--- config.mk ---
export PLATFORM = sky130hd
export DESIGN_NAME = ipt_host
export DESIGN_NICKNAME = d
export VERILOG_FILES = /design/src/rtl/ipt_pkg.sv /design/src/rtl/ipt_host.sv
export SDC_FILE = /design/constraint.sdc
export NUM_CORES = 1
export LEC_CHECK = 0
export BUFFER_PORTS_ARGS = -buffer_cell sky130_fd_sc_hd__buf_4
export CAP_MARGIN = 20
export CORE_AREA = 2 2 200 202
export CTS_CLUSTER_SIZE = 8
export DETAILED_ROUTE_END_ITERATION = 6
export DIE_AREA = 0 0 202 204
export GPL_ROUTABILITY_DRIVEN = 0
export PLACE_DENSITY = 0.47
export SETUP_SLACK_MARGIN = 0.02
export SLEW_MARGIN = 20
export SYNTH_ARGS = -nofsm -noshare
export SYNTH_HDL_FRONTEND = slang
export SYNTH_SLANG_ARGS = --single-unit
--- constraint.sdc ---
create_clock -name clk_sys_i -period 3.6 [get_ports clk_sys_i]
set_input_delay 0.18 -clock clk_sys_i [delete_from_list [all_inputs] [get_ports clk_sys_i]]
set_output_delay 0.18 -clock clk_sys_i [all_outputs]
set_load 0.05 [all_outputs]
--- src/rtl/ipt_pkg.sv ---
// Constants and types for the host controller of the packet register target port.
package ipt_pkg;

    // Timing.
    localparam int IPT_SYS_CLK_HZ = 20000000;
    localparam int IPT_SCL_HZ = 100000;
    localparam logic [7:0] IPT_HALF_CYC = 8'(IPT_SYS_CLK_HZ / (2 * IPT_SCL_HZ));
    localparam int IPT_STRETCH_LIMIT_MS = 5;
    localparam int IPT_STRETCH_LIMIT_CYC = IPT_SYS_CLK_HZ / 1000 * IPT_STRETCH_LIMIT_MS;

    // Addressing and encodings.
    localparam logic [6:0] IPT_DEFAULT_TARGET = 7'h01;
    localparam logic IPT_DIR_WRITE = 1'b0;
    localparam logic IPT_DIR_READ = 1'b1;
    localparam logic [1:0] IPT_LEN_16 = 2'h0;
    localparam logic [1:0] IPT_LEN_32 = 2'h1;
    localparam logic [1:0] IPT_LEN_64 = 2'h2;
    localparam logic [1:0] IPT_LEN_RSV = 2'h3;
    localparam logic [3:0] IPT_BYTES_16 = 4'h2;
    localparam logic [3:0] IPT_BYTES_32 = 4'h4;
    localparam logic [3:0] IPT_BYTES_64 = 4'h8;
    localparam logic [3:0] IPT_ACK_BIT = 4'h8;
    localparam logic [2:0] IPT_CW_LAST = 3'h2;
    localparam logic [2:0] IPT_ZERO3 = 3'h0;

    // CRC-8, polynomial x^8 + x^2 + x + 1.
    localparam logic [7:0] IPT_CRC_POLY = 8'h07;
    localparam logic [7:0] IPT_CRC_INIT = 8'hFF;

    // Control word, bit 23 down to bit 0.
    typedef struct packed {
        logic operation_direction_bit;
        logic crc_en;
        logic [1:0] payload_length_field;
        logic [3:0] location_section_field;
        logic [3:0] page;
        logic [11:0] offset;
    } ipt_cw_t;

    typedef struct packed {
        logic busy;
        logic done;
        logic nack;
        logic crc_err;
        logic stretch_timeout;
        logic bad_length;
    } ipt_status_t;

    typedef enum logic [3:0] {
        ST_IDLE,
        ST_START_A,
        ST_START_R,
        ST_START_B,
        ST_BIT_LOW,
        ST_BIT_HIGH,
        ST_STOP_A,
        ST_STOP_B,
        ST_STOP_C
    } ipt_state_e;

    typedef enum logic [2:0] {
        PH_ADDR_W,
        PH_CW,
        PH_WDATA,
        PH_WCRC,
        PH_ADDR_R,
        PH_RDATA,
        PH_RCRC
    } ipt_phase_e;

    typedef struct packed {
        ipt_state_e st;
        ipt_phase_e ph;
        logic [7:0] tick;
        logic [19:0] stretch;
        logic [3:0] bit_cnt;
        logic [2:0] cnt;
        logic [7:0] sh;
        logic [7:0] crc;
        ipt_cw_t cw;
        logic [3:0] nbytes;
        logic [6:0] taddr;
        logic [63:0] wdata;
        logic [63:0] rdata;
        logic scl_s1;
        logic scl_s2;
        logic sda_s1;
        logic sda_s2;
        logic scl_oe_n;
        logic sda_oe_n;
        ipt_status_t status;
    } ipt_regs_t;

endpackage

--- src/rtl/ipt_host.sv ---
// Bus controller that issues register packets to the target port over SCL and SDA.
//
// Overview of operation
// - First byte is 7-bit address plus direction.
// - Every packet opens with a write address.
// - Control word field layout, operation bit 23.
// - Length code selects 2, 4 or 8 bytes.
// - Section and page should be zero; the controller does not check them and sends them from cw_i as given.
// - Controller appends CRC after write data.
// - Payload bytes travel least significant first.
// - Read: restart, address with direction one.
// - Controller acknowledges every returned byte.
// - Read CRC byte read and acknowledged.
// - Every packet ends with stop, except one abandoned on a stretch timeout.
// - CRC-8 polynomial 0x07, initial 0xFF.
`timescale 1ns/1ps
`default_nettype none

module ipt_host
    import ipt_pkg::*;
#(
    parameter int STRETCH_CYC = IPT_STRETCH_LIMIT_CYC
)
(
    // Clock and reset.
    input wire logic clk_sys_i,
    input wire logic arst_n_i,
    // User command port.
    input wire logic req_i,
    input wire logic [6:0] bus_target_address_i,
    input wire ipt_cw_t cw_i,
    input wire logic [63:0] wdata_i,
    output logic [63:0] rdata_o,
    output ipt_status_t status_o,
    // Open-drain bus pins; an enable low pulls the line low.
    input wire logic scl_i,
    output logic scl_o,
    output logic scl_oe_n_o,
    input wire logic sda_i,
    output logic sda_o,
    output logic sda_oe_n_o
);

    localparam logic [19:0] STRETCH_LIM = 20'(STRETCH_CYC);

    ipt_regs_t q;
    ipt_regs_t next_q;

    // CRC-8 over one byte, most significant bit first.
    function automatic logic [7:0] crc8_byte(input logic [7:0] crc_in, input logic [7:0] data);
        logic [7:0] c;
        c = crc_in ^ data;
        for (int i = 0; i < 8; i++)
        begin
            c = c[7] ? ((c << 1) ^ IPT_CRC_POLY) : (c << 1);
        end
        return c;
    endfunction

    logic half_done;
    logic rx_phase;
    logic [7:0] byte_crc;
    logic [2:0] cnt_inc;
    logic [3:0] cnt_next;

    assign half_done = (q.tick == IPT_HALF_CYC - 8'h01);
    assign rx_phase = (q.ph == PH_RDATA) || (q.ph == PH_RCRC);
    assign byte_crc = crc8_byte(q.crc, q.sh);
    assign cnt_inc = q.cnt + 3'h1;
    // The byte count needs a fourth bit, because the three-bit counter wraps to zero after the eighth byte.
    assign cnt_next = {1'b0, q.cnt} + 4'h1;

    always_comb
    begin
        next_q = q;
        next_q.status.done = 1'b0;
        next_q.scl_s1 = scl_i;
        next_q.scl_s2 = q.scl_s1;
        next_q.sda_s1 = sda_i;
        next_q.sda_s2 = q.sda_s1;
        next_q.tick = q.tick + 8'h01;
        case (q.st)
            ST_IDLE:
            begin
                next_q.scl_oe_n = 1'b1;
                next_q.sda_oe_n = 1'b1;
                next_q.tick = 8'h00;
                next_q.stretch = 20'h00000;
                if (req_i)
                begin
                    next_q.status = '0;
                    next_q.rdata = '0;
                    if (cw_i.payload_length_field == IPT_LEN_RSV)
                    begin
                        // The reserved length is refused before any bus activity.
                        next_q.status.bad_length = 1'b1;
                        next_q.status.done = 1'b1;
                    end
                    else
                    begin
                        next_q.cw = cw_i;
                        next_q.taddr = bus_target_address_i;
                        next_q.wdata = wdata_i;
                        case (cw_i.payload_length_field)
                            IPT_LEN_16: next_q.nbytes = IPT_BYTES_16;
                            IPT_LEN_32: next_q.nbytes = IPT_BYTES_32;
                            default: next_q.nbytes = IPT_BYTES_64;
                        endcase
                        next_q.sh = {bus_target_address_i, IPT_DIR_WRITE};
                        next_q.ph = PH_ADDR_W;
                        next_q.bit_cnt = 4'h0;
                        next_q.cnt = IPT_ZERO3;
                        next_q.crc = IPT_CRC_INIT;
                        next_q.status.busy = 1'b1;
                        next_q.st = ST_START_R;
                    end
                end
            end
            ST_START_A:
            begin
                // Repeated start: release SDA while SCL is still low.
                next_q.scl_oe_n = 1'b0;
                if (!q.scl_oe_n)
                begin
                    next_q.sda_oe_n = 1'b1;
                end
                if (half_done)
                begin
                    next_q.tick = 8'h00;
                    next_q.st = ST_START_R;
                end
            end
            ST_START_B:
            begin
                next_q.sda_oe_n = 1'b0;
                if (half_done)
                begin
                    next_q.tick = 8'h00;
                    next_q.st = ST_BIT_LOW;
                end
            end
            ST_BIT_LOW:
            begin
                next_q.scl_oe_n = 1'b0;
                // SDA moves only once SCL is already low, so a data change is never taken for start or stop.
                if (!q.scl_oe_n && q.bit_cnt == IPT_ACK_BIT)
                begin
                    next_q.sda_oe_n = !rx_phase;
                end
                else if (!q.scl_oe_n)
                begin
                    next_q.sda_oe_n = rx_phase | q.sh[7];
                end
                if (half_done)
                begin
                    next_q.tick = 8'h00;
                    next_q.st = ST_BIT_HIGH;
                end
            end
            ST_START_R, ST_BIT_HIGH, ST_STOP_B:
            begin
                next_q.scl_oe_n = 1'b1;
                if (!q.scl_s2)
                begin
                    // The target is stretching; the half period starts once SCL is seen high.
                    next_q.tick = 8'h00;
                    next_q.stretch = q.stretch + 20'h00001;
                    if (q.stretch >= STRETCH_LIM)
                    begin
                        next_q.scl_oe_n = 1'b1;
                        next_q.sda_oe_n = 1'b1;
                        next_q.status.stretch_timeout = 1'b1;
                        next_q.status.busy = 1'b0;
                        next_q.status.done = 1'b1;
                        next_q.st = ST_IDLE;
                    end
                end
                else
                begin
                    next_q.stretch = 20'h00000;
                    if (half_done)
                    begin
                        next_q.tick = 8'h00;
                        case (q.st)
                            ST_START_R: next_q.st = ST_START_B;
                            ST_STOP_B: next_q.st = ST_STOP_C;
                            default: next_q.st = ST_BIT_LOW;
                        endcase
                        if (q.st == ST_BIT_HIGH && q.bit_cnt != IPT_ACK_BIT)
                        begin
                            // Sampling our own bits too leaves the byte on the wire in sh.
                            next_q.sh = {q.sh[6:0], q.sda_s2};
                            next_q.bit_cnt = q.bit_cnt + 4'h1;
                        end
                        else if (q.st == ST_BIT_HIGH)
                        begin
                            next_q.bit_cnt = 4'h0;
                            if (!rx_phase && q.sda_s2)
                            begin
                                next_q.status.nack = 1'b1;
                                next_q.st = ST_STOP_A;
                            end
                            else
                            begin
                                if (q.ph != PH_WCRC && q.ph != PH_RCRC)
                                begin
                                    next_q.crc = byte_crc;
                                end
                                case (q.ph)
                                    PH_ADDR_W:
                                    begin
                                        next_q.ph = PH_CW;
                                        next_q.cnt = IPT_ZERO3;
                                        next_q.sh = q.cw[23:16];
                                    end
                                    PH_CW:
                                    begin
                                        next_q.cnt = cnt_inc;
                                        next_q.sh = (q.cnt == IPT_ZERO3) ? q.cw[15:8] : q.cw[7:0];
                                        if (q.cnt == IPT_CW_LAST)
                                        begin
                                            next_q.cnt = IPT_ZERO3;
                                            if (q.cw.operation_direction_bit == IPT_DIR_READ)
                                            begin
                                                next_q.ph = PH_ADDR_R;
                                                next_q.sh = {q.taddr, IPT_DIR_READ};
                                                next_q.st = ST_START_A;
                                            end
                                            else
                                            begin
                                                next_q.ph = PH_WDATA;
                                                next_q.sh = q.wdata[7:0];
                                            end
                                        end
                                    end
                                    PH_WDATA:
                                    begin
                                        // Exactly nbytes go out, so the target never sees a count mismatch.
                                        next_q.cnt = cnt_inc;
                                        next_q.sh = q.wdata[{cnt_inc, IPT_ZERO3} +: 8];
                                        if (cnt_next == q.nbytes)
                                        begin
                                            if (q.cw.crc_en)
                                            begin
                                                next_q.ph = PH_WCRC;
                                                next_q.sh = byte_crc;
                                            end
                                            else
                                            begin
                                                next_q.st = ST_STOP_A;
                                            end
                                        end
                                    end
                                    PH_WCRC:
                                    begin
                                        next_q.st = ST_STOP_A;
                                    end
                                    PH_ADDR_R:
                                    begin
                                        next_q.ph = PH_RDATA;
                                        next_q.sh = 8'hFF;
                                    end
                                    PH_RDATA:
                                    begin
                                        next_q.rdata[{q.cnt, IPT_ZERO3} +: 8] = q.sh;
                                        next_q.cnt = cnt_inc;
                                        if (cnt_next == q.nbytes)
                                        begin
                                            if (q.cw.crc_en)
                                            begin
                                                next_q.ph = PH_RCRC;
                                            end
                                            else
                                            begin
                                                next_q.st = ST_STOP_A;
                                            end
                                        end
                                    end
                                    PH_RCRC:
                                    begin
                                        next_q.status.crc_err = (q.sh != q.crc);
                                        next_q.st = ST_STOP_A;
                                    end
                                    default:
                                    begin
                                        next_q.st = ST_STOP_A;
                                    end
                                endcase
                            end
                        end
                    end
                end
            end
            ST_STOP_A:
            begin
                next_q.scl_oe_n = 1'b0;
                if (!q.scl_oe_n)
                begin
                    next_q.sda_oe_n = 1'b0;
                end
                if (half_done)
                begin
                    next_q.tick = 8'h00;
                    next_q.st = ST_STOP_B;
                end
            end
            ST_STOP_C:
            begin
                next_q.sda_oe_n = 1'b1;
                if (half_done)
                begin
                    next_q.tick = 8'h00;
                    next_q.status.busy = 1'b0;
                    next_q.status.done = 1'b1;
                    next_q.st = ST_IDLE;
                end
            end
            default:
            begin
                next_q.st = ST_IDLE;
            end
        endcase
    end

    always_ff @(posedge clk_sys_i or negedge arst_n_i)
    begin
        if (!arst_n_i)
        begin
            q <= '0;
            q.st <= ST_IDLE;
            q.ph <= PH_ADDR_W;
            q.crc <= IPT_CRC_INIT;
            q.taddr <= IPT_DEFAULT_TARGET;
            q.scl_s1 <= 1'b1;
            q.scl_s2 <= 1'b1;
            q.sda_s1 <= 1'b1;
            q.sda_s2 <= 1'b1;
            q.scl_oe_n <= 1'b1;
            q.sda_oe_n <= 1'b1;
        end
        else
        begin
            q <= next_q;
        end
    end

    assign rdata_o = q.rdata;
    assign status_o = q.status;
    assign scl_oe_n_o = q.scl_oe_n;
    assign sda_oe_n_o = q.sda_oe_n;
    // The data level is always low; only the enables decide whether the line is pulled.
    assign scl_o = 1'b0;
    assign sda_o = 1'b0;

endmodule

`default_nettype wire

==> qor.csv <==
stage;metric;value;unit
global_route;GRT Overall Usage;17.4;%
sta;max-slew violation count;0;
cts;hold-fix buffers at CTS;100;
final_layout;layout cells sized above 1;30.8;%
logic_synthesis;Post-Syn Instances;1066;
global_route;first-pass GRT wire length;55600;um
logic_synthesis;Distinct cells, synth;76;
sta;final hold violations;0;
place;Post-Place Cell Area;13400;um^2
cts;TritonCTS Sinks;232;
critical_path;R2R setup slack;400;ps
logic_synthesis;Yosys reg bits;232;
final_layout;Fill cells;3769;
final_layout;Layout area overhead;28.1;%
critical_path;Worst R2R End;rdata_o[17];
global_route;initial antenna violation count;2;
status;status;finished clean;
floorplan;num ports;174;
critical_path;Worst Setup SP;q[218];
cts;Post-CTS Setup Inserts;0;
global_route;GRT Max-Usage Layer;met2;
sta;shortest period the worst path allows;3200;ps
routing;Pre-antenna DRT Iters;4;
routing;post-DR wirelength/cell;19.3;um
sta;headroom to the max-slew limit;38.1;%
critical_path;required time worst endpoint;4070;ps
cts;clk_lat worst skew;530;ps
critical_path;CP Capture Point;rdata_o[17];
place;Detailed Place HPWL;24200;um
floorplan;FP Rows;73;
global_route;largest net degree at the start of global routing;107;
critical_path;type of origin of the critical path;register;
routing;DRT iter0 DRCs;488;
logic_synthesis;Syn Std Cell Area;12000;um^2
global_route;GR Overflow Total;0;
critical_path;Crit Path Category;reg2reg;
floorplan;Core Box Area;39200;um^2
cts;post-CTS resize count;0;
pwr;PwrDens;750;nW/um^2
floorplan;Die W;202;um
cts;CTS tree;built;
logic_synthesis;share of the yosys chip area belonging to registers;48.5;%
place;number of port buffers;171;
cts;htree depth;2;
critical_path;Worst Setup End Kind;register;
floorplan;Die H;204;um
final_layout;nets;1381;
global_route;vias in the first global route;9411;
routing;Post-DRT Antenna Nets;0;
floorplan;die footprint;41200;um^2
final_layout;most frequent cells in the layout;dfrtp_1 (217), buf_4 (193), mux2_2 (104), dlygate4sd3_1 (100), a22o_1 (66);
logic_synthesis;main flop type after synthesis;dfrtp_1;
floorplan;Initial Utilization;30.7;%
global_route;GR Layer Usage met3;3.22;%
sta;RSZ-0062 raised after global routing;false;
sta;crit share post-route;88.8;%
critical_path;worst path arrival time;3670;ps
cts;Longest Clk Path Bufs;3;
logic_synthesis;Post-synth EDFFs;0;
logic_synthesis;yosys warns;0;
logic_synthesis;fraction of registers with async set/reset;100;%
critical_path;reg2reg start;q[218];
critical_path;CP Max Fanout;10;
sta;fmax;313;MHz
pwr;Pleak;6.81;nW
sta;Sum Neg Setup Slack;0;ps
cts;Clock Pin Slew Worst Setup and Hold Paths;50;ps
routing;drt total wl;35000;um
routing;routed vias/inst;4.97;
cts;CTS root buf;clkbuf_16;
global_route;met1 GRT Util;23.2;%
job;max-cap violations;0;
sta;Final Setup Violations;0;
final_layout;Finished Cell Area;15400;um^2
routing;Via Count;9004;
sta;actual slew at the worst max-slew pin;928;ps
cts;Num CTS Buffers;35;
critical_path;Reg2Reg Depth;7;
logic_synthesis;average footprint of a synthesized cell;11.3;um^2
worst_hold_path;worst min path class;in2async;
global_route;met2 GRT Util;28.5;%
sta;Clock Skew;21.3;ps
final_layout;commonest non-fill, non-tap cell in the layout;dfrtp_1;
pwr;Peak VDD IR;327;uV
routing;Residual DRC;0;
[cell usage after synthesis (all sizes together) (10+ instances only)]
| master | count | share of area, % |
|---|---|---|
| o21ai | 70 | 2.9 |
| mux2i | 28 | 2.3 |
| a31oi | 15 | 0.78 |
| xor2 | 11 | 0.86 |
| xnor2 | 22 | 1.6 |
| ha | 14 | 1.5 |
| clkbuf | 50 | 1.6 |
| nand4 | 10 | 0.57 |
| o31ai | 10 | 0.67 |
| inv | 14 | 0.44 |
| nand2 | 63 | 2.0 |
| dfstp | 15 | 3.3 |
| a21oi | 30 | 1.2 |
| dfrtp | 217 | 45 |
| nor3 | 18 | 0.92 |
| nand3 | 20 | 0.83 |
| nor2 | 55 | 1.7 |
| buf | 84 | 5.0 |
| mux4 | 16 | 3.0 |
| a22o | 66 | 4.8 |
| mux2 | 104 | 9.7 |
| a21o | 13 | 0.81 |
[cells by family (layout without fill, tap and decap cells)]
group	count (synthesis)	after routing	share of synthesized area, %
AND/OR/NAND/NOR	233	233	10.2
buffers and inverters	148	367	6.98
multiplexers	148	148	15.1
other	1	4	0.0312
flip-flops	232	232	48.5
AO/OA/AOI/OAI	256	256	15.1
adder cells (fa/ha/maj)	14	14	1.46
XOR/XNOR	34	34	2.67
[worst min-delay path by stage]
stage	startpoint	slack, ps	end	cells after the start
2_1_floorplan	arst_n_i	-120	q[100]	0
6_report	arst_n_i	280	q[210]	2
3_3_place_gp	scl_i	290	next_q[10]	1
3_5_place_dp	scl_i	290	next_q[10]	1
4_1_cts	sda_i	280	next_q[8]	2
5_1_grt	scl_i	290	next_q[10]	2
[metal layers]
metal | part of all wire [%] | vias up | wire length [um]
li1 | - | 4253 | -
met1 | 46 | 4487 | 16100
met2 | 48 | 218 | 16600
met3 | 4.4 | 46 | 1530
met4 | 2.2 | 0 | 758
met5 | 0 | - | 0
[state kept, by name (all words and copies together) (netlist names)]
| name | cells |
|---|---|
| next_q | 2 |
| scl_oe_n_o | 1 |
| sda_oe_n_o | 1 |
| q | 158 |
| rdata_o | 64 |
| status_o | 6 |
[cell type report]
class / instances / area [um^2] / share of cell area [%]
diodes: 2 / 5.00 / 0.0325
clock buffers: 53 / 943 / 6.13
clock inverters: 3 / 18.8 / 0.122
inverters: 14 / 52.6 / 0.341
multi-input cells: 687 / 5370 / 34.9
flip-flops and latches: 232 / 5820 / 37.8
well taps: 525 / 657 / 4.27
repair buffers: 297 / 2520 / 16.4
[critical path: stages (launching register included)]
cell and delay, ps:
dfrtp_1 390, ha_1 210, or4b_1 480, or4_1 570, a221oi_4 430, nand2_2 260
nor4_4 590, a22o_1 210
[where the power goes]
group	switching [W]	total, W	internal [W]
sequential	0.000593	0.00398	0.00339
clock	0.00117	0.00296	0.00179
combinational	0.00253	0.00461	0.00208
[stage by stage]
| step | instances | utilization, % | power (W) | hold WS (ps) | worst slack [ps] |
|---|---|---|---|---|---|
| floorplan | 1067 | - | 0.00713 | -116 | 788 |
| global placement | 1655 | 34.3 | 0.00855 | 291 | 461 |
| detailed placement | 1655 | 34.3 | 0.00858 | 291 | 388 |
| CTS | 1811 | 39.3 | 0.0117 | 278 | 384 |
| global route | 1813 | 39.3 | 0.0123 | 295 | 150 |
| finish | 1813 | 39.3 | 0.0115 | 280 | 405 |
No activity file was read; power rests on OpenSTA's default activity.
